===== src/hw/fcgu_pkg.sv =====
// shared constants and types of the float compare greater-or-equal / greater-than unit
package fcgu_pkg;

   // data path widths
   localparam int unsigned DATA_W   = 32;
   localparam int unsigned FLAG_W   = 7;
   localparam int unsigned OPC_W    = 8;
   localparam int unsigned EXP_W    = 8;
   localparam int unsigned MANT_W   = 23;
   localparam int unsigned SIGN_BIT = 31;

   // operation codes handled by this unit
   localparam logic [OPC_W-1:0] OPC_GTR       = 8'h90;  // strict greater-than compare
   localparam logic [OPC_W-1:0] OPC_GEQ       = 8'h92;  // greater-or-equal compare
   localparam logic [OPC_W-1:0] OPC_GEQ_FLAGS = 8'h93;  // flag-only greater-or-equal

   // exception flag layout, shared by the status word and the flag vector
   localparam int unsigned OUTPUT_FLUSHED_ZERO_BIT = 6;
   localparam int unsigned INPUT_FLUSHED_ZERO_BIT  = 5;
   localparam int unsigned INVALID_BIT             = 4;
   localparam int unsigned OVERFLOW_BIT            = 3;
   localparam int unsigned UNDERFLOW_BIT           = 2;
   localparam int unsigned INEXACT_BIT             = 1;
   localparam int unsigned DIVIDE_BY_ZERO_BIT      = 0;

   // float field constants
   localparam logic [EXP_W-1:0]  EXP_ZERO   = 8'h00;
   localparam logic [EXP_W-1:0]  EXP_MAX    = 8'hff;
   localparam logic [MANT_W-1:0] MANT_ZERO  = 23'h00_0000;
   localparam logic [DATA_W-1:0] FLOAT_ZERO = 32'h0000_0000;
   localparam logic [DATA_W-1:0] SIGN_MASK  = 32'h8000_0000;
   localparam logic [DATA_W-1:0] INT_ONE    = 32'h0000_0001;
   localparam logic [DATA_W-1:0] INT_ZERO   = 32'h0000_0000;
   localparam logic [FLAG_W-1:0] FLAGS_NONE = 7'h00;

   // wishbone register map (byte addresses)
   localparam int unsigned       WB_ADDR_W       = 8;
   localparam logic [7:0]        REG_CTRL        = 8'h00;
   localparam logic [7:0]        REG_IRQ_STATUS  = 8'h04;
   localparam logic [7:0]        REG_IRQ_MASK    = 8'h08;
   localparam logic [7:0]        REG_FLAGS       = 8'h0c;
   localparam logic [7:0]        REG_OP_COUNT    = 8'h10;
   localparam logic [7:0]        REG_SKIP_COUNT  = 8'h14;
   localparam logic [7:0]        REG_LAST_RESULT = 8'h18;

   localparam int unsigned       CTRL_ENABLE_BIT = 0;
   localparam logic [DATA_W-1:0] CTRL_RESET      = 32'h0000_0001;

   // interrupt status / mask layout
   localparam int unsigned       IRQ_W           = 3;
   localparam int unsigned       IRQ_INVALID_BIT = 0;
   localparam int unsigned       IRQ_FLUSH_BIT   = 1;
   localparam int unsigned       IRQ_ILLEGAL_BIT = 2;
   localparam logic [IRQ_W-1:0]  IRQ_NONE        = 3'h0;

   localparam int unsigned       COUNT_W         = 16;
   localparam logic [15:0]       COUNT_ONE       = 16'h0001;
   localparam logic [15:0]       COUNT_ZERO      = 16'h0000;

   typedef enum logic [1:0] {
      FCGU_OP_NONE,
      FCGU_OP_GTR,
      FCGU_OP_GEQ,
      FCGU_OP_GEQ_FLAGS
   } fcgu_op_type;

endpackage


===== src/hw/fcgu_unit.sv =====
// float compare unit top: issue decode, result and status-word flags, wishbone registers
// How it works
// RQ1 - greater-or-equal op writes 1 when source one >= source two, else 0
// RQ2 - greater-than op writes 1 when source one > source two, else 0
// RQ3 - operands are single-precision floats; result is an integer
// RQ4 - denormal operands become zero; compares then set input-flushed flag in status word
// RQ5 - exceptions a compare raises set the matching status-word flags
// RQ6 - status flags are sticky; only the explicit status-word write clears them
// RQ7 - flag update lands with the result write, one cycle after issue
// RQ8 - concurrent flag updates OR together with the existing flag value
// RQ9 - guarded compare writes result and flags only when guard bit 0 is 1
// RQ10 - flag-only op returns the compare's exception flags as a vector
// RQ11 - flag-only op never changes the status-word flags
// RQ12 - vector layout matches status word; bits 31 to 7 are zero
// RQ13 - flag-only op flushes denormals and sets input-flushed bit in vector
// RQ14 - guarded flag-only op writes destination only when guard bit 0 is 1
// RQ15 - NaN comparison gives 0 and raises invalid, bit 4
// RQ16 - infinities are ordered; +inf >= +inf, not > +inf, no flags
// RQ17 - less-or-equal is the greater-or-equal op with operands swapped
// RQ18 - compare result sits in bit 0, upper bits cleared
module fcgu_unit #(
   parameter int unsigned TAG_W = 7  // destination register index width
) (
   input  wire logic                    clk_i,               // core clock
   input  wire logic                    rst_i,               // synchronous reset, active high
   input  wire logic                    ce_i,                // clock enable, freezes all state when low; synchronous reset still applies
   // issue side
   input  wire logic                    issue_valid_i,       // operation issued this cycle
   input  wire logic [7:0]              opcode_i,            // operation code
   input  wire logic                    guarded_i,           // operation carries a guard
   input  wire logic [31:0]             guard_i,             // guard register value
   input  wire logic [31:0]             source_one_i,        // first source operand
   input  wire logic [31:0]             source_two_i,        // second source operand
   input  wire logic [TAG_W-1:0]        dest_i,              // destination register index
   // result side
   output logic                         result_valid_o,      // operation retired this cycle
   output logic                         result_write_o,      // destination is written
   output logic [TAG_W-1:0]             result_dest_o,       // destination register index
   output logic [31:0]                  result_data_o,       // destination value
   // status word exception flags
   input  wire logic                    psw_write_i,         // explicit status-word write
   input  wire logic [6:0]              psw_write_data_i,    // flags written by it
   input  wire logic [6:0]              other_flag_set_i,    // concurrent sets from other units
   output logic [6:0]                   processor_status_word_o, // sticky exception flags
   // wishbone slave
   input  wire logic                    wb_cyc_i,            // bus cycle
   input  wire logic                    wb_stb_i,            // strobe
   input  wire logic                    wb_we_i,             // write enable
   input  wire logic [7:0]              wb_adr_i,            // byte address
   input  wire logic [3:0]              wb_sel_i,            // byte selects
   input  wire logic [31:0]             wb_dat_i,            // write data
   output logic [31:0]                  wb_dat_o,            // read data
   output logic                         wb_ack_o,            // acknowledge
   output logic                         irq_o                // level interrupt
);

   function automatic fcgu_pkg::fcgu_op_type op_decode(input logic [7:0] opc);
      if (opc == fcgu_pkg::OPC_GTR) begin
         op_decode = fcgu_pkg::FCGU_OP_GTR;
      end else if (opc == fcgu_pkg::OPC_GEQ) begin
         op_decode = fcgu_pkg::FCGU_OP_GEQ;
      end else if (opc == fcgu_pkg::OPC_GEQ_FLAGS) begin
         op_decode = fcgu_pkg::FCGU_OP_GEQ_FLAGS;
      end else begin
         op_decode = fcgu_pkg::FCGU_OP_NONE;
      end
   endfunction

   // byte-lane merge used by the control register; mask and status take lane 0 only
   function automatic logic [31:0] lane_merge(input logic [31:0] old, input logic [31:0] nw, input logic [3:0] sel);
      logic [31:0] r;
      r = old;
      for (int i = 0; i < 4; i++) begin
         if (sel[i]) begin
            r[i*8 +: 8] = nw[i*8 +: 8];
         end
      end
      lane_merge = r;
   endfunction

   fcgu_pkg::fcgu_op_type op;
   logic                  ge;
   logic                  gt;
   logic [6:0]            cmp_flags;
   logic                  enabled;
   logic                  take;
   logic                  guard_ok;
   logic                  commit;
   logic                  illegal;
   logic                  cmp_commit;
   logic [31:0]           result_d;
   logic [6:0]            own_set;
   logic [6:0]            psw_d;

   logic                  result_valid_q;
   logic                  result_write_q;
   logic [TAG_W-1:0]      result_dest_q;
   logic [31:0]           result_data_q;
   logic [6:0]            psw_q;

   logic [31:0]           ctrl_q;
   logic [2:0]            irq_status_q;
   logic [2:0]            irq_mask_q;
   logic [2:0]            irq_event;
   logic [15:0]           op_count_q;
   logic [15:0]           skip_count_q;
   logic                  wb_ack_q;
   logic [31:0]           wb_dat_q;
   logic                  wb_req;
   logic                  wb_wr;

   fcgu_cmp_core u_core (
      .source_one_i (source_one_i),
      .source_two_i (source_two_i),
      .ge_o         (ge),
      .gt_o         (gt),
      .flags_o      (cmp_flags)
   );

   assign op       = op_decode(opcode_i);
   assign enabled  = ctrl_q[fcgu_pkg::CTRL_ENABLE_BIT];
   // a disabled unit ignores issues entirely; software must not issue then
   assign take     = issue_valid_i && enabled && (op != fcgu_pkg::FCGU_OP_NONE);
   assign illegal  = issue_valid_i && enabled && (op == fcgu_pkg::FCGU_OP_NONE);
   assign guard_ok = !guarded_i || guard_i[0];                          // RQ9 RQ14
   assign commit   = take && guard_ok;                                  // RQ9 RQ14
   assign cmp_commit = commit && (op != fcgu_pkg::FCGU_OP_GEQ_FLAGS);   // RQ11

   always_comb begin
      result_d = fcgu_pkg::INT_ZERO;
      case (op)
         fcgu_pkg::FCGU_OP_GEQ: begin
            result_d = ge ? fcgu_pkg::INT_ONE : fcgu_pkg::INT_ZERO;     // RQ1 RQ17 RQ18
         end
         fcgu_pkg::FCGU_OP_GTR: begin
            result_d = gt ? fcgu_pkg::INT_ONE : fcgu_pkg::INT_ZERO;     // RQ2 RQ18
         end
         fcgu_pkg::FCGU_OP_GEQ_FLAGS: begin
            result_d = {25'h000_0000, cmp_flags};                       // RQ10 RQ12 RQ13
         end
         default: begin
            result_d = fcgu_pkg::INT_ZERO;
         end
      endcase
   end

   // flags raised by this unit's own compare, only when it really commits
   assign own_set = cmp_commit ? cmp_flags : fcgu_pkg::FLAGS_NONE;      // RQ5 RQ9 RQ11

   // explicit write replaces, then every set is ORed on top so no set is lost
   assign psw_d = (psw_write_i ? psw_write_data_i : psw_q) | other_flag_set_i | own_set; // RQ6 RQ8

   always_ff @(posedge clk_i) begin
      if (rst_i) begin
         result_valid_q <= 1'b0;
         result_write_q <= 1'b0;
      end else if (ce_i) begin
         result_valid_q <= take;
         result_write_q <= commit;                                      // RQ7 RQ9 RQ14
      end
   end

   // destination value holds when a guard suppresses the write
   always_ff @(posedge clk_i) begin
      if (rst_i) begin
         result_dest_q <= '0;
         result_data_q <= fcgu_pkg::INT_ZERO;
      end else if (ce_i && commit) begin
         result_dest_q <= dest_i;
         result_data_q <= result_d;                                     // RQ7
      end
   end

   always_ff @(posedge clk_i) begin
      if (rst_i) begin
         psw_q <= fcgu_pkg::FLAGS_NONE;
      end else if (ce_i) begin
         psw_q <= psw_d;                                                // RQ5 RQ6 RQ7 RQ8
      end
   end

   assign result_valid_o          = result_valid_q;
   assign result_write_o          = result_write_q;
   assign result_dest_o           = result_dest_q;
   assign result_data_o           = result_data_q;
   assign processor_status_word_o = psw_q;

   // statistics
   always_ff @(posedge clk_i) begin
      if (rst_i) begin
         op_count_q   <= fcgu_pkg::COUNT_ZERO;
         skip_count_q <= fcgu_pkg::COUNT_ZERO;
      end else if (ce_i) begin
         if (commit) begin
            op_count_q <= op_count_q + fcgu_pkg::COUNT_ONE;
         end
         if (take && !guard_ok) begin
            skip_count_q <= skip_count_q + fcgu_pkg::COUNT_ONE;
         end
      end
   end

   // interrupt events: any committed op that raises invalid or flush, and unknown opcodes
   always_comb begin
      irq_event = fcgu_pkg::IRQ_NONE;
      irq_event[fcgu_pkg::IRQ_INVALID_BIT] = commit && cmp_flags[fcgu_pkg::INVALID_BIT];
      irq_event[fcgu_pkg::IRQ_FLUSH_BIT]   = commit && cmp_flags[fcgu_pkg::INPUT_FLUSHED_ZERO_BIT];
      irq_event[fcgu_pkg::IRQ_ILLEGAL_BIT] = illegal;
   end

   assign wb_req = wb_cyc_i && wb_stb_i && !wb_ack_q;
   assign wb_wr  = wb_req && wb_we_i;

   always_ff @(posedge clk_i) begin
      if (rst_i) begin
         ctrl_q <= fcgu_pkg::CTRL_RESET;
      end else if (ce_i && wb_wr && (wb_adr_i == fcgu_pkg::REG_CTRL)) begin
         ctrl_q <= lane_merge(ctrl_q, wb_dat_i, wb_sel_i) & fcgu_pkg::INT_ONE;
      end
   end

   always_ff @(posedge clk_i) begin
      if (rst_i) begin
         irq_mask_q <= fcgu_pkg::IRQ_NONE;
      end else if (ce_i && wb_wr && (wb_adr_i == fcgu_pkg::REG_IRQ_MASK) && wb_sel_i[0]) begin
         irq_mask_q <= wb_dat_i[2:0];
      end
   end

   // write-one-to-clear; a new event in the clearing cycle wins
   always_ff @(posedge clk_i) begin
      if (rst_i) begin
         irq_status_q <= fcgu_pkg::IRQ_NONE;
      end else if (ce_i) begin
         if (wb_wr && (wb_adr_i == fcgu_pkg::REG_IRQ_STATUS) && wb_sel_i[0]) begin
            irq_status_q <= (irq_status_q & ~wb_dat_i[2:0]) | irq_event;
         end else begin
            irq_status_q <= irq_status_q | irq_event;
         end
      end
   end

   assign irq_o = |(irq_status_q & irq_mask_q);

   // one wait state: ack and read data registered, ack drops the cycle after
   always_ff @(posedge clk_i) begin
      if (rst_i) begin
         wb_ack_q <= 1'b0;
         wb_dat_q <= fcgu_pkg::INT_ZERO;
      end else if (ce_i) begin
         wb_ack_q <= wb_req;
         if (wb_req && !wb_we_i) begin
            if (wb_adr_i == fcgu_pkg::REG_CTRL) begin
               wb_dat_q <= ctrl_q;
            end else if (wb_adr_i == fcgu_pkg::REG_IRQ_STATUS) begin
               wb_dat_q <= {29'h0000_0000, irq_status_q};
            end else if (wb_adr_i == fcgu_pkg::REG_IRQ_MASK) begin
               wb_dat_q <= {29'h0000_0000, irq_mask_q};
            end else if (wb_adr_i == fcgu_pkg::REG_FLAGS) begin
               wb_dat_q <= {25'h000_0000, psw_q};
            end else if (wb_adr_i == fcgu_pkg::REG_OP_COUNT) begin
               wb_dat_q <= {16'h0000, op_count_q};
            end else if (wb_adr_i == fcgu_pkg::REG_SKIP_COUNT) begin
               wb_dat_q <= {16'h0000, skip_count_q};
            end else if (wb_adr_i == fcgu_pkg::REG_LAST_RESULT) begin
               wb_dat_q <= result_data_q;
            end else begin
               wb_dat_q <= fcgu_pkg::INT_ZERO;
            end
         end
      end
   end

   assign wb_ack_o = wb_ack_q;
   assign wb_dat_o = wb_dat_q;

endmodule


===== src/hw/fcgu_cmp_core.sv =====
// combinational single-precision ordered compare with flush and flag generation
module fcgu_cmp_core (
   input  wire logic [31:0] source_one_i,  // first operand, raw float bits
   input  wire logic [31:0] source_two_i,  // second operand, raw float bits
   output logic             ge_o,          // source one >= source two
   output logic             gt_o,          // source one > source two
   output logic [6:0]       flags_o        // flag vector of the compare
);

   function automatic logic is_denorm(input logic [31:0] x);
      is_denorm = (x[30:23] == fcgu_pkg::EXP_ZERO) && (x[22:0] != fcgu_pkg::MANT_ZERO);
   endfunction

   function automatic logic is_nan(input logic [31:0] x);
      is_nan = (x[30:23] == fcgu_pkg::EXP_MAX) && (x[22:0] != fcgu_pkg::MANT_ZERO);
   endfunction

   // denormals and both zeros become +0, so -0 and +0 compare equal
   function automatic logic [31:0] flush(input logic [31:0] x);
      if (x[30:23] == fcgu_pkg::EXP_ZERO) begin
         flush = fcgu_pkg::FLOAT_ZERO;
      end else begin
         flush = x;
      end
   endfunction

   // sign-magnitude to unsigned ordered key; infinities stay ordered
   function automatic logic [31:0] order_key(input logic [31:0] x);
      if (x[fcgu_pkg::SIGN_BIT]) begin
         order_key = ~x;
      end else begin
         order_key = x | fcgu_pkg::SIGN_MASK;
      end
   endfunction

   logic [31:0] key_one;
   logic [31:0] key_two;
   logic        any_nan;
   logic        any_denorm;

   assign key_one    = order_key(flush(source_one_i));  // RQ3 RQ4 RQ16
   assign key_two    = order_key(flush(source_two_i));
   assign any_nan    = is_nan(source_one_i) || is_nan(source_two_i);
   assign any_denorm = is_denorm(source_one_i) || is_denorm(source_two_i);

   always_comb begin
      flags_o = fcgu_pkg::FLAGS_NONE;
      flags_o[fcgu_pkg::INVALID_BIT]            = any_nan;     // RQ15
      flags_o[fcgu_pkg::INPUT_FLUSHED_ZERO_BIT] = any_denorm;  // RQ4 RQ13
      ge_o = !any_nan && (key_one >= key_two);                 // RQ1 RQ15
      gt_o = !any_nan && (key_one > key_two);                  // RQ2 RQ16
   end

endmodule


===== config.mk =====
export PLATFORM = sky130hd
export DESIGN_NAME = fcgu_unit
export DESIGN_NICKNAME = d
export VERILOG_FILES = /design/src/hw/fcgu_pkg.sv /design/src/hw/fcgu_unit.sv /design/src/hw/fcgu_cmp_core.sv
export SDC_FILE = /design/constraint.sdc
export NUM_CORES = 1
export LEC_CHECK = 0
export BUFFER_PORTS_ARGS = -buffer_cell sky130_fd_sc_hd__buf_2
export CAP_MARGIN = 20
export CORE_MARGIN = 2
export CORE_UTILIZATION = 45
export CTS_CLUSTER_DIAMETER = 80
export CTS_CLUSTER_SIZE = 28
export DETAILED_ROUTE_END_ITERATION = 6
export PLACE_DENSITY = 0.78
export SKIP_LAST_GASP = 1
export SLEW_MARGIN = 10
export SYNTH_ARGS = -nofsm -noshare
export SYNTH_HDL_FRONTEND = slang
export SYNTH_SLANG_ARGS = --single-unit

===== constraint.sdc =====
create_clock -name clk_i -period 6.5 [get_ports clk_i]
set_clock_uncertainty 0.1 [all_clocks]
set_input_delay 1.3 -clock clk_i [delete_from_list [all_inputs] [get_ports clk_i]]
set_output_delay 1.3 -clock clk_i [all_outputs]
set_load 0.1 [all_outputs]

# Word-level counts from Yosys, hierarchy flattened
# Index checks and enable logic that the tools add are counted.
dict set report word_totals {
  reg_bits 120
  input_bits 178
  output_inout_bits 82
  elab_cells 105
}
dict set report op_classes {
  addsub 2
  magnitude_cmp 2
  n_eq_ne 15
  n_mux 20
  bitwise 9
  reduce_logical 45
}
# op count
set op_table {}
lappend op_table {{$mux W32} 11}
lappend op_table {{$not A32 Y32} 2}
lappend op_table {{$reduce_bool A23 Y1} 2}
lappend op_table {{$eq A8 B8 Y1 const B} 5}
lappend op_table {{$add A16 B1 Y16 const B} 2}
lappend op_table {{$ge A32 B32 Y1} 1}
lappend op_table {{$gt A32 B32 Y1} 1}
lappend op_table {{$logic_and A1 B1 Y1} 25}
lappend op_table {{$eq A8 B5 Y1 const B} 3}
lappend op_table {{$logic_not A8 Y1} 3}
lappend op_table {{$pmux W6 S3} 1}
lappend op_table {{$eq A8 B4 Y1 const B} 2}
lappend op_table {{$eq A8 B3 Y1 const B} 1}
lappend op_table {{$reduce_and A2 Y1} 4}
lappend op_table {{$mux W7} 1}
lappend op_table {{$or A7 B6 Y7} 1}
lappend op_table {{$or A7 B7 Y7} 1}
lappend op_table {{$and A3 B3 Y3} 2}
lappend op_table {{$mux W2} 3}
lappend op_table {{$mux W6} 1}
lappend op_table {{$or A3 B3 Y3} 2}
lappend op_table {{$logic_not A1 Y1} 5}
lappend op_table {{$eq A2 B2 Y1 const B} 2}
lappend op_table {{$logic_or A1 B1 Y1} 3}
lappend op_table {{8 further kinds} 9}

# Longest topological paths before layout
# Gate-level depths: netlist of the first run.
dict set report depth {
  ltp_word 10
  ltp_mapped 11
  mapped_depth_nobuf 11
}

# Hierarchy
# A second synthesis of the first run with hierarchy kept.
dict set report hier_totals {
  hier_cells 748
  hier_area_um2 6092.1
}
# module instances cells_each area_each_um2 seq_area_each_um2
set by_module_without_submodules {}
lappend by_module_without_submodules {fcgu_unit 1 505 4335.4 1581.5}
lappend by_module_without_submodules {fcgu_cmp_core 1 243 1756.7 0.0}

# Worst setup path after synthesis of the first run
# No wires, ideal clock.
dict set report synth_path {
  path_kind {input to register}
  start {in source_one_i[27]}
  end {reg result_data_q[0] (netlist: result_data_o[0])}
  setup_ps 127
  t_arrival_ps 3521
  required_ps 6273
  setup_slack_ps 2752
  cell_stages 11
  n_path_buf 1
  cell_sequence {or4_1 -> nor2_1 -> buf_2 -> nor2_1 -> ha_1 -> nand4_1 -> nor2_1 -> nand3_1 -> nor4b_1 -> a211oi_1 -> a2bb2oi_1}
}
dict set report synth_between {
  elab_chain_len 8
  word_cells_on_any_way 15
  classes_between {2 x order compare; 1 x eq/ne; 5 x mux; 1 x bitwise; 6 x reduce/logical}
}
# element line
set synth_lines {}
lappend synth_lines {{start, declared} fcgu_unit.sv:32} ;# input wire logic [31:0] source_one_i,
lappend synth_lines {{$logic_not A8 Y1} fcgu_cmp_core.sv:20} ;# if (x[30:23] == fcgu_pkg::EXP_ZERO) begin
lappend synth_lines {{$mux W32} fcgu_cmp_core.sv:20}
lappend synth_lines {{$not A32 Y32} fcgu_cmp_core.sv:30} ;# order_key = ~x;
lappend synth_lines {{$mux W32} fcgu_cmp_core.sv:29} ;# if (x[fcgu_pkg::SIGN_BIT]) begin
lappend synth_lines {{$gt A32 B32 Y1 / $ge A32 B32 Y1 (equally long branches)} {fcgu_cmp_core.sv:51, fcgu_cmp_core.sv:50}}
lappend synth_lines {{$logic_and A1 B1 Y1, on equally long branches} {fcgu_cmp_core.sv:51, fcgu_cmp_core.sv:50}}
lappend synth_lines {{$mux W1, on equally long branches} {fcgu_unit.sv:136, fcgu_unit.sv:133}}
lappend synth_lines {{$pmux W6 S3 (*)} fcgu_unit.sv:131} ;# case (op)
lappend synth_lines {{end signal, assigned} fcgu_unit.sv:167} ;# result_data_q <= fcgu_pkg::INT_ZERO;
lappend synth_lines {{end signal, assigned} fcgu_unit.sv:170} ;# result_data_q <= result_d;
lappend synth_lines {{end, declared} fcgu_unit.sv:98} ;# logic [31:0] result_data_q;
# Every way passes the cells marked *; elsewhere a longest branch is shown, timed or not.
# A chain may end at the register's enable or synchronous reset.

# Final worst setup path of the first run
dict set report layout_path {
  start {in source_two_i[28]}
  end {reg result_data_q[0] (netlist: result_data_o[0])}
}
dict set report layout_between {
  elab_chain_len 8
  word_cells_on_any_way 15
  classes_between {2 x order compare; 1 x eq/ne; 5 x mux; 1 x bitwise; 6 x reduce/logical}
}
# element line
set layout_lines {}
lappend layout_lines {{start, declared} fcgu_unit.sv:33} ;# input wire logic [31:0] source_two_i,
lappend layout_lines {{$logic_not A8 Y1} fcgu_cmp_core.sv:20}
lappend layout_lines {{$mux W32} fcgu_cmp_core.sv:20}
lappend layout_lines {{$not A32 Y32} fcgu_cmp_core.sv:30}
lappend layout_lines {{$mux W32} fcgu_cmp_core.sv:29}
lappend layout_lines {{$gt A32 B32 Y1 / $ge A32 B32 Y1 (equally long branches)} {fcgu_cmp_core.sv:51, fcgu_cmp_core.sv:50}}
lappend layout_lines {{$logic_and A1 B1 Y1, on equally long branches} {fcgu_cmp_core.sv:51, fcgu_cmp_core.sv:50}}
lappend layout_lines {{$mux W1, on equally long branches} {fcgu_unit.sv:136, fcgu_unit.sv:133}}
lappend layout_lines {{$pmux W6 S3 (*)} fcgu_unit.sv:131}
# Marked as above.

==> qor.csv, run 1 <==
stage,metric,value,unit
outcome,status,"complete, no violations",
floorplan,die_x,115,µm
yosys,synth_cell_type_count,59,
grt,grt_pass1_vias,4823,
grt,grt_max_degree,71,
route,wire_per_inst,14.6,µm
timing,finalSetupViolCount,0,
yosys,synth_cells,695,
setup_path,critPathKind,in -> reg,
grt,grt-ovfl-total,0,
timing,fin_crit,4.34,ns
setup_path,crit_buf_inv,1,
yosys,ys_ff_latch,75,
setup_path,cpPeakStageDelay,0.58,ns
yosys,yosysSeqAreaShare,27.1,%
route,drt-vias-per-instance,5.36,
clock_tree,cts_buffers,9,
grt,grt_pass1_wl,23200,µm
grt,antenna_found_initial,0,
setup_path,reg2reg_depth,6,
placement,dpl.hpwl,11400,µm
setup_path,cpMostUsedCell,nand2_1,
timing,worst_pin_slew,0.790,ns
timing,fmax,230,MHz
setup_path,rr_startpoint,ctrl_q[0]$_SDFFE_PP1P_,
clock_tree,hold_buffers,0,
power_and_ir_drop,power_density,204,nW/µm²
placement,place.gp.congestion,0.886,
route,wl_met3,849,µm
worst_hold_path,hold_class,reg -> reg,
setup_path,cp_num_cells,12,
yosys,syn_area_per_cell,7.97,µm²
clock_tree,cts_resized,0,
timing,fin_tns_setup,0,ns
clock_tree,post_cts.repair.setup_buffers,0,
route,wl_met1,6290,µm
setup_path,crit_path_cell_trace,"buf_2, nor4_1, nand2_1, nand2_1, xor2_1, ha_1, and4_1, nor2b_1, nand2_1, nor3_1, a211oi_1, a2bb2oi_1",
setup_path,startpoint_type,primary input,
layout,diodes,0,
route,routed_wl,14400,µm
layout,areaGrowthSynthToFinish,17.5,%
timing,relSlewSlack,47.2,%
layout,final_layout_size_suffix_gt1_share,22.5,%
timing,hold_violations,0,
route,final_antenna_net_count,0,
clock_tree,numClockSinks,75,
setup_path,endpoint_kind,register,
setup_path,arrival,4.45,ns
route,drtIter0Drc,316,
yosys,synth-edff-count,0,
clock_tree,cts-root-buf,clkbuf_16,
layout,fin_nets,1045,
route,highest_layer,met4,
placement,io_buffers,151,
setup_path,critPathMaxFanout,24,
clock_tree,clk_latency,0.34,ns
placement,post_dp_cell_area,6200,µm²
clock_tree,htree_levels,3,
route,dr_total_vias,5268,
setup_path,cp_slowest_cell,nand2_1,
power_and_ir_drop,peakVddDrop,0.000102,V
timing,slew_viol_final,0,
power_and_ir_drop,power_leakage,2.86,nW
run,drv_cap,0,
clock_tree,cts_buffer_depth,2,
setup_path,rrSetupSlack,4.39,ns
floorplan,start_util,46.1,%
floorplan,io_pins,260,
floorplan,die_y,115,µm
route,first_pass_iters,5,
floorplan,die_area,13200,µm²
floorplan,core,12000,µm²
setup_path,r2r_end,op_count_q[13]$_SDFFE_PP0P_,
power_and_ir_drop,total_power,0.00133,W
setup_path,required,6.61,ns
timing,whs,0.348,ns
layout,fin_area,6510,µm²
placement,pre_cts_ws,1.79,ns
timing,fin_crit_sh,66.8,%
yosys,syn-cell-area,5540,µm²
setup_path,critPathTopFamily,simple AND/OR/NAND/NOR gates,
yosys,synth_flop_cell,dfxtp_1,
clock_tree,cts.clk_slew.worst_paths,0.05,ns
setup_path,crit_start,source_two_i[28],
timing,setup_slack,2.16,ns
grt,grtUsageTotal,22.0,%
timing,rsz0062_at_grt,no,
yosys,async_reset_ff_share,0,%
setup_path,crit_end,result_data_o[0]$_SDFFE_PP0P_,
route,dr_wl_met2,7060,µm
route,drc_errors,0,
clock_tree,tritoncts,done,
yosys,yosys_warnings,0,
floorplan,rows,40,
metrics by stage:
stage / utilization (%) / cells
3_3_place_gp: 51.7 / 966
6_report: 54.2 / 982
2_1_floorplan: - / 739
5_1_grt: 54.2 / 982
4_1_cts: 54.2 / 982
3_5_place_dp: 51.7 / 966
layout make-up:
cell class	count	area (µm²)
repair buffers	154	778
clock buffers	13	260
inverters	7	26.3
clock inverters	3	46.3
multi-input cells	583	3710
flip-flops and latches	75	1500
well taps	147	184
fillers	1190	5500
tightest hold or removal path, delay by kind of cell (launching register included):
kind            cells  cell delay, ns
flops               1            0.30
compound gates      1            0.05
simple gates        1            0.05
worst min path at each step:
stage / cells past startpoint / slack [ns] / to / start
finish: 2 / 0.35 / result_dest_o[5]$_SDFFE_PP0P_ / result_dest_o[5]$_SDFFE_PP0P_
global placement: 2 / 0.34 / result_dest_o[5]$_SDFFE_PP0P_ / result_dest_o[5]$_SDFFE_PP0P_
global route: 2 / 0.36 / result_dest_o[5]$_SDFFE_PP0P_ / result_dest_o[5]$_SDFFE_PP0P_
CTS: 2 / 0.35 / result_dest_o[5]$_SDFFE_PP0P_ / result_dest_o[5]$_SDFFE_PP0P_
floorplan: 2 / 0.34 / irq_status_q[2]$_SDFFE_PP0P_ / irq_status_q[2]$_SDFFE_PP0P_
detailed placement: 2 / 0.34 / result_dest_o[5]$_SDFFE_PP0P_ / result_dest_o[5]$_SDFFE_PP0P_
synthesized netlist by cell type (3+ instances only):
cell type	n	share of area, %
dfxtp_1	75	27
nand3b_1	3	0.41
nand2b_1	9	1.0
a211oi_1	3	0.41
nand2_1	82	5.6
clkbuf_1	16	1.1
o21a_1	5	0.68
a22o_1	9	1.4
nand4b_1	4	0.63
a222oi_1	5	0.90
xnor2_1	39	6.2
a21oi_1	36	3.3
nor2b_1	5	0.56
a22oi_1	13	1.8
ha_1	37	8.4
buf_4	47	6.4
mux2i_1	10	1.8
nand4_1	15	1.7
or3_1	5	0.56
nand3_1	14	1.3
nor3_1	24	2.2
and4_1	4	0.63
inv_1	7	0.47
o21ai_0	22	2.0
buf_2	8	0.72
and3_1	10	1.1
mux2_2	4	0.81
nor2_1	85	5.8
buf_1	3	0.20
xor2_1	45	7.1
nor4_1	13	1.5
a221oi_1	3	0.47
metal layers:
| layer | GRT usage (%) | up-vias |
|---|---|---|
| met5 | 0 | - |
| met4 | 4.66 | 0 |
| met3 | 5.90 | 14 |
| met2 | 38.5 | 150 |
| met1 | 27.1 | 2473 |
| li1 | - | 2631 |
placed cells by master (no fill, tap or decap), types with 7 or more instances in the layout:
cell and count:
conb_1 45, nand3_1 14, nor4_1 13, a22o_1 9, inv_1 7, mux2i_1 10, a22oi_1 13, dfxtp_1 75
nor2_1 85, xnor2_1 39, nor3_1 24, nand4_1 15, buf_2 151, and3_1 10, nand2_1 82, ha_1 37
clkbuf_16 9, a21oi_1 36, o21ai_0 22, xor2_1 45, nand2b_1 9
where the power goes:
part	total [W]	switching [W]	internal [W]
sequential	0.000470	0.00000571	0.000464
clock	0.000504	0.000185	0.000319
combinational	0.000356	0.000258	0.0000985
state kept, by name, summed over array words and instances (netlist names):
| name | cells |
|---|---|
| op_count_q | 16 |
| skip_count_q | 16 |
| wb_dat_o | 16 |
| processor_status_word_o | 7 |
| result_dest_o | 7 |
| irq_mask_q | 3 |
| irq_status_q | 3 |
| result_data_o | 3 |
| ctrl_q | 1 |
| result_valid_o | 1 |
| result_write_o | 1 |
| wb_ack_o | 1 |
cells by family (layout without fill, tap and decap cells):
group | count (synthesis) | in the layout | share of synthesized area, %
simple gates | 293 | 293 | 26.6
compound gates | 110 | 110 | 13.1
xor+xnor | 84 | 84 | 13.3
buf+inv | 81 | 177 | 8.85
flops | 75 | 75 | 27.1
fa+ha+maj | 37 | 37 | 8.35
mux | 14 | 14 | 2.62
other cells | 1 | 45 | 0.0677
No activity file was read; power rests on OpenSTA's default activity.
==> run 2, diff against run 1 <==
--- a/config.mk
+++ b/config.mk
@@ -8,7 +8,7 @@
 export BUFFER_PORTS_ARGS = -buffer_cell sky130_fd_sc_hd__buf_2
 export CAP_MARGIN = 20
 export CORE_MARGIN = 2
-export CORE_UTILIZATION = 45
+export CORE_UTILIZATION = 43
 export CTS_CLUSTER_DIAMETER = 80
 export CTS_CLUSTER_SIZE = 28
 export DETAILED_ROUTE_END_ITERATION = 6
==> constraint.sdc (replaced) <==
create_clock -name clk_i -period 3.85 [get_ports clk_i]
set_clock_uncertainty 0.1 [all_clocks]
set_input_delay 0.77 -clock clk_i [delete_from_list [all_inputs] [get_ports clk_i]]
set_output_delay 0.77 -clock clk_i [all_outputs]
set_load 0.1 [all_outputs]
==> run 2 against run 1 <==
Final cell count is 3.2% higher. Hold slack better by 0.0075 ns. Clock power is 61% higher. Final area up 0.81%. Critical endpoint unchanged.
==> qor.csv, run 2 (synthesis gave the netlist of run 1 again) <==
stage,metric,value,unit,change
outcome,status,"complete, no violations",,
timing,fmax,303,MHz,
clock_tree,tritoncts,done,,
power_and_ir_drop,p_int,0.00140,W,+59%
clock_tree,clk_latency,0.34,ns,about the same
floorplan,die_y,118,µm,+2.2%
run,drv_cap,0,,unchanged
setup_path,critPathMaxFanout,9,,-63%
setup_path,crit_start,source_one_i[27],,
setup_path,rr_startpoint,ctrl_q[0]$_SDFFE_PP1P_,,
layout,final_layout_size_suffix_gt1_share,23.3,%,+0.79 points
clock_tree,numClockSinks,75,,unchanged
grt,antenna_found_initial,1,,+1
setup_path,crit_path_cell_trace,"buf_2, or4_1, o21ai_4, mux2i_1, ha_1, and4_1, nor2b_1, nand2_1, nor3_1, a211oi_1, a2bb2oi_1",,
floorplan,core,12600,µm²,+5.1%
route,final_antenna_net_count,0,,unchanged
grt,grt_pass1_wl,23400,µm,+0.89%
floorplan,die_x,118,µm,+2.2%
setup_path,required,3.96,ns,-2.65 ns
placement,pre_cts_ws,0.186,ns,-1.60 ns
timing,finalSetupViolCount,0,,unchanged
placement,io_buffers,151,,unchanged
layout,areaGrowthSynthToFinish,18.4,%,
route,drt-vias-per-instance,5.19,,-3.3%
clock_tree,cts.clk_slew.worst_paths,0.07,ns,+0.02 ns
setup_path,cpPeakStageDelay,0.64,ns,+0.06 ns
layout,fin_nets,1051,,+0.57%
clock_tree,cts_buffer_depth,2,,unchanged
clock_tree,post_cts.repair.setup_buffers,0,,unchanged
layout,stdcell_count,1013,,+3.2%
route,dr_total_vias,5255,,-0.25%
floorplan,start_util,43.9,%,-2.2 points
grt,grt_max_degree,50,,-30%
setup_path,endpoint_kind,register,,
floorplan,die_area,13800,µm²,+4.5%
setup_path,crit_buf_inv,1,,unchanged
clock_tree,cts_resized,0,,unchanged
route,wire_per_inst,14.1,µm,-3.8%
power_and_ir_drop,swShare,36.7,%,+3.0 points
layout,final_core_util,52.0,%,-2.2 points
power_and_ir_drop,power_leakage,2.88,nW,+0.54%
timing,fin_crit_sh,85.7,%,
timing,fin_tns_setup,0,ns,unchanged
timing,hold_violations,0,,unchanged
floorplan,io_pins,260,,unchanged
route,routed_wl,14300,µm,-0.77%
power_and_ir_drop,peakVddDrop,0.000198,V,+94%
grt,grt-ovfl-total,0,,unchanged
setup_path,arrival,3.41,ns,-1.04 ns
power_and_ir_drop,p_comb_share,27.4,%,+0.6 points
layout,layout_common_cells,"buf_2 (151), nor2_1 (85), nand2_1 (82)",,
grt,grtUsageTotal,20.4,%,-1.6 points
setup_path,critPathKind,in -> reg,,
layout,diodes,0,,unchanged
route,first_pass_iters,5,,unchanged
timing,fin_crit,3.30,ns,
power_and_ir_drop,power.switching,0.000810,W,+81%
power_and_ir_drop,power_density,336,nW/µm²,+65%
timing,worst_pin_slew,0.790,ns,+0.000133 ns
power_and_ir_drop,clock_power_share,36.8,%,-1.1 points
setup_path,cp_slowest_cell,or4_1,,
grt,grt_pass1_vias,4841,,+0.37%
route,drc_errors,0,,unchanged
placement,place.gp.congestion,0.919,,+3.7%
power_and_ir_drop,total_power,0.00221,W,+66%
placement,dp_cells,997,,+3.2%
worst_hold_path,hold_start,result_dest_o[4]$_SDFFE_PP0P_,,
timing,relSlewSlack,47.2,%,about the same
power_and_ir_drop,p_seq_share,35.8,%,+0.5 points
placement,dpl.hpwl,11300,µm,-0.84%
setup_path,startpoint_type,primary input,,
worst_hold_path,hold_class,reg -> reg,,
timing,setup_slack,0.550,ns,-1.61 ns
clock_tree,hold_buffers,0,,unchanged
floorplan,rows,41,,+2.5%
clock_tree,cts_buffers,9,,unchanged
route,drtIter0Drc,334,,+5.7%
layout,final_common_cell,buf_2,,
clock_tree,cts-root-buf,clkbuf_16,,
clock_tree,htree_levels,3,,unchanged
timing,rsz0062_at_grt,no,,
timing,slew_viol_final,0,,unchanged
setup_path,critPathTopFamily,simple AND/OR/NAND/NOR gates,,
[run 2: cell count changes in the layout (fill, tap and decap cells not counted), moves of 2 or more]
cell and change:
inv_6 +3, buf_4 +6, clkbuf_1 -2, clkbuf_8 -2
[run 2: power by group through the flow]
| stage | Sequential, W | Combinational, W | Clock [W] |
|---|---|---|---|
| after global placement | 0.000809 | 0.000595 | 0 |
| after detailed placement | 0.000809 | 0.000604 | 0 |
| after CTS | 0.000792 | 0.000605 | 0.000828 |
| after global routing | 0.000792 | 0.000657 | 0.000862 |
| final | 0.000792 | 0.000605 | 0.000812 |
| after floorplan | 0.000855 | 0.000452 | 0 |
[run 2: cell type report]
class	instances	area, µm²
fill	1214	6060
inverter	7	26.3
timing repair buffer	160	823
sequential	75	1500
multi-input combinational	583	3710
clock buffer	9	225
tap	172	215
clock inverter	7	57.6
[run 2: routing by layer]
layer  vias to the layer above  wire length (µm)  track usage (%)  part of all wire, %
met5                         -                13                0                0.091
met4                         2               272             5.27                  1.9
met3                        22              1170             5.77                  8.2
met2                       201              6550             33.2                   46
met1                      2384              6260             26.7                   44
li1                       2646                 -                -                    -
[run 2: worst min-delay path, stage by stage (launching register included)]
cell     delay [ns]
dfxtp_1        0.31
nand2_1        0.05
a21oi_1        0.05
[run 2: metrics by stage]
step	instance area [µm²]	hold WS (ns)
finish	6560	0.355
global route	6560	0.372
CTS	6560	0.358
detailed placement	6280	0.343
global placement	6280	0.338
floorplan	5710	0.345
[run 2: worst paths after layout]
| check | to | slack [ns] | depth (start not counted) |
|---|---|---|---|
| worst min-delay path | result_dest_o[4]$_SDFFE_PP0P_ | 0.36 | 2 |
| worst min register to register | result_dest_o[4]$_SDFFE_PP0P_ | 0.36 | 2 |
| worst max-delay path | result_data_o[0]$_SDFFE_PP0P_ | 0.55 | 11 |
| worst max register to register | op_count_q[15]$_SDFFE_PP0P_ | 1.85 | 6 |
==> run 3, diff against run 2 <==
--- a/config.mk
+++ b/config.mk
@@ -8,13 +8,15 @@
 export BUFFER_PORTS_ARGS = -buffer_cell sky130_fd_sc_hd__buf_2
 export CAP_MARGIN = 20
 export CORE_MARGIN = 2
-export CORE_UTILIZATION = 43
+export CORE_UTILIZATION = 44
 export CTS_CLUSTER_DIAMETER = 80
 export CTS_CLUSTER_SIZE = 28
 export DETAILED_ROUTE_END_ITERATION = 6
 export PLACE_DENSITY = 0.78
+export REMOVE_ABC_BUFFERS = 1
 export SKIP_LAST_GASP = 1
 export SLEW_MARGIN = 10
 export SYNTH_ARGS = -nofsm -noshare
 export SYNTH_HDL_FRONTEND = slang
+export SYNTH_HIERARCHICAL = 1
 export SYNTH_SLANG_ARGS = --single-unit
==> run 3 against run 2 <==
Final area is 16% higher. Hold slack got worse by 0.0069 ns. Fmax decreased by 12%. Sequential share of layout area decreased by 2.1 points. Synthesized area is 9.9% higher. Die area increased by 7.2%. Global-route usage is 0.50 points higher. Total power rose by 15%. First-iteration DRC count decreased by 5.1%. Critical path depth grew 5. Core utilization is 4.9 points higher. Highest routed layer is now met4.
==> qor.csv, run 3 <==
stage,metric,value,unit,change
timing,hold_violations,0,,unchanged
power_and_ir_drop,power.switching,0.000818,W,+0.98%
timing,fin_crit,3.77,ns,+0.466 ns
grt,grt_max_degree,43,,-14%
floorplan,core,13400,µm²,+6.2%
power_and_ir_drop,peakVddDrop,0.000341,V,+72%
setup_path,crit_start,source_one_i[27],,
setup_path,rrSetupSlack,1.72,ns,-0.13 ns
grt,antenna_found_initial,1,,unchanged
yosys,synth-edff-count,0,,unchanged
worst_hold_path,hold_class,reg -> reg,,
placement,io_buffers,155,,+2.6%
layout,regArea,1580,µm²,+5.3%
route,wire_per_inst,14.6,µm,+3.6%
power_and_ir_drop,swShare,32.3,%,-4.3 points
clock_tree,clk_latency,0.34,ns,about the same
route,dr_total_vias,5690,,+8.3%
worst_hold_path,hold_depth,2,,unchanged
yosys,synth_cell_type_count,69,,+17%
yosys,synth_top_area_share,26.0,%,-1.1 points
setup_path,r2r_end,skip_count_q[15]$_SDFFE_PP0P_,,
setup_path,critPathMaxFanout,7,,-2
timing,slew_viol_final,0,,unchanged
yosys,yosys.area.top_type,dfxtp_1,,
run,drv_cap,0,,unchanged
layout,final_common_cell,buf_2,,
layout,multi_input_area,4280,µm²,+15%
yosys,synth_flop_cell,dfxtp_1,,
power_and_ir_drop,power_density,332,nW/µm²,-1.3%
grt,grt_pass1_vias,5159,,+6.6%
yosys,synth_cells,748,,+7.6%
setup_path,rr_startpoint,ctrl_q[0]$_SDFFE_PP1P_,,
layout,fin_nets,1123,,+6.9%
yosys,ys_top_cells_by_area,"dfxtp_1 (26%), xnor2_1 (8.1%), ha_1 (7.0%)",,
grt,grtUsageTotal,20.9,%,+0.50 points
setup_path,startpoint_type,primary input,,
route,routed_wl,16000,µm,+12%
yosys,yosysMostFrequentCell,nor2_1,,
yosys,synth_common_cells,"nor2_1 (92), dfxtp_1 (79), nand2_1 (73)",,
layout,num-fill-cells,1232,,+1.5%
grt,grt_pass1_wl,24900,µm,+6.3%
clock_tree,cts_buffer_depth,2,,unchanged
yosys,yosysSeqAreaShare,26.0,%,-1.1 points
layout,stdcell_count,1093,,+7.9%
route,drt-vias-per-instance,5.21,,+0.35%
route,first_pass_iters,5,,unchanged
clock_tree,cts-root-buf,clkbuf_16,,
power_and_ir_drop,p_seq_share,32.9,%,-2.9 points
clock_tree,numClockSinks,79,,+5.3%
floorplan,die_x,122,µm,+3.5%
floorplan,rows,42,,+2.4%
clock_tree,cts.clk_slew.worst_paths,0.06,ns,about the same
route,drtIter0Drc,317,,-5.1%
power_and_ir_drop,power_leakage,3.27,nW,+14%
power_and_ir_drop,p_comb_share,28.4,%,+1.0 points
placement,dp_cells,1066,,+6.9%
timing,relSlewSlack,37.3,%,-9.8 points
floorplan,die_y,122,µm,+3.5%
layout,areaGrowthSynthToFinish,25.1,%,
clock_tree,cts_buffers,9,,unchanged
placement,dpl.hpwl,12100,µm,+7.4%
grt,grt-ovfl-total,0,,unchanged
power_and_ir_drop,total_power,0.00253,W,+15%
clock_tree,htree_levels,3,,unchanged
setup_path,crit_end,result_data_o[0]$_SDFFE_PP0P_,,
floorplan,start_util,45.5,%,+1.5 points
yosys,syn-cell-area,6090,µm²,+9.9%
timing,fin_crit_sh,97.8,%,+12 points
power_and_ir_drop,p_int,0.00171,W,+22%
timing,worst_pin_slew,0.937,ns,+0.147 ns
timing,fin_tns_setup,0,ns,unchanged
floorplan,io_pins,260,,unchanged
yosys,ys_ff_latch,79,,+5.3%
setup_path,reg2reg_depth,5,,-1
placement,place.gp.congestion,0.906,,-1.4%
setup_path,arrival,3.94,ns,+0.53 ns
setup_path,endpoint_kind,register,,
power_and_ir_drop,clock_power_share,38.7,%,+1.9 points
yosys,yosys_warnings,6,,+6
route,drc_errors,0,,unchanged
clock_tree,tritoncts,done,,
yosys,async_reset_ff_share,0,%,unchanged
yosys,syn_area_per_cell,8.14,µm²,+2.1%
floorplan,die_area,14800,µm²,+7.2%
route,final_antenna_net_count,0,,unchanged
setup_path,critPathKind,in -> reg,,
layout,final_layout_size_suffix_gt1_share,30.7,%,+7.4 points
timing,fmax,266,MHz,-12%
setup_path,required,4.03,ns,+0.07 ns
outcome,status,"complete, no violations",,
timing,whs,0.348,ns,-0.00695 ns
layout,layout_common_cells,"buf_2 (154), nor2_1 (83), dfxtp_1 (79)",,
timing,finalSetupViolCount,0,,unchanged
[run 3: changes by cell type after synthesis, moves of 7 or more]
cell | before | now
nand2_1 | 82 | 73
a22o_1 | 9 | 0
nand3_1 | 14 | 21
nor4_2 | 0 | 13
mux2_2 | 4 | 18
a21oi_1 | 36 | 51
xor2_1 | 45 | 30
xnor2_1 | 39 | 56
nor2_1 | 85 | 92
[run 3: timing repair]
action	4_1_cts	5_1_grt
setup buffers	0	10
setup endpoints to repair	0	1
resized for setup	0	41
hold buffers	0	0
[run 3: area by class of cell]
type,count,area share (%)
flip-flops and latches,79,20.7
well taps,176,2.89
clock buffers,10,3.14
inverters,8,0.460
diodes,1,0.0328
clock inverters,6,1.41
repair buffers,195,15.1
multi-input cells,618,56.2
[run 3: layer usage]
layer,wire length (µm),vias up,track usage (%)
li1,-,2862,-
met1,7090,2647,26.8
met2,7820,159,36.0
met3,751,22,4.45
met4,289,0,4.89
met5,0,-,0
[run 3: power by group through the flow]
stage          sequential (W)  combinational [W]  clock (W)
2_1_floorplan        0.000895           0.000410          0
4_1_cts              0.000833           0.000656   0.000998
5_1_grt              0.000833           0.000772    0.00103
3_5_place_dp         0.000851           0.000653          0
3_3_place_gp         0.000850           0.000643          0
6_report             0.000833           0.000717   0.000980
[run 3: kinds of logic (layout without fill, tap and decap cells)]
family	Yosys count	count (layout)	synth area share, %
and+or+nand+nor	307	307	27.9
other	2	47	0.123
AOI/OAI and AO/OA	113	113	11.5
xor gates and xnor gates	86	86	12.4
DFF	79	79	26.0
buffers and inverters	95	219	9.53
muxes	32	32	5.63
adders and majority gates	34	34	6.98
[run 3: how the worst min path moves through the flow]
stage,slack [ns],end,start
after CTS,0.35,wb_dat_o[5]$_SDFFE_PP0P_,wb_dat_o[5]$_SDFFE_PP0P_
after global routing,0.37,result_dest_o[3]$_SDFFE_PP0P_,result_dest_o[3]$_SDFFE_PP0P_
final,0.35,wb_dat_o[5]$_SDFFE_PP0P_,wb_dat_o[5]$_SDFFE_PP0P_
after global placement,0.34,wb_dat_o[3]$_SDFFE_PP0P_,wb_dat_o[3]$_SDFFE_PP0P_
after detailed placement,0.34,wb_dat_o[5]$_SDFFE_PP0P_,wb_dat_o[5]$_SDFFE_PP0P_
after floorplan,0.36,op_count_q[1]$_SDFFE_PP0P_,op_count_q[1]$_SDFFE_PP0P_
[run 3: critical path, stage by stage]
cell	delay, ns
buf_6	0.09
or4_1	0.52
nor2_2	0.21
buf_6	0.15
buf_12	0.14
nor2_4	0.05
ha_4	0.27
nand4_1	0.13
or4_4	0.57
a21oi_2	0.13
o31ai_2	0.09
a311oi_1	0.29
mux2i_1	0.12
o21ai_1	0.16
nand4_1	0.10
a21oi_1	0.15
[run 3: stage by stage]
step / instance area, µm² / worst slack [ns] / util, %
floorplan: 5710 / -0.219 / -
global placement: 6970 / -0.172 / 52.0
detailed placement: 6970 / -0.228 / 52.0
CTS: 7310 / 0.129 / 54.6
global route: 7620 / -0.0508 / 56.9
finish: 7620 / 0.0837 / 56.9
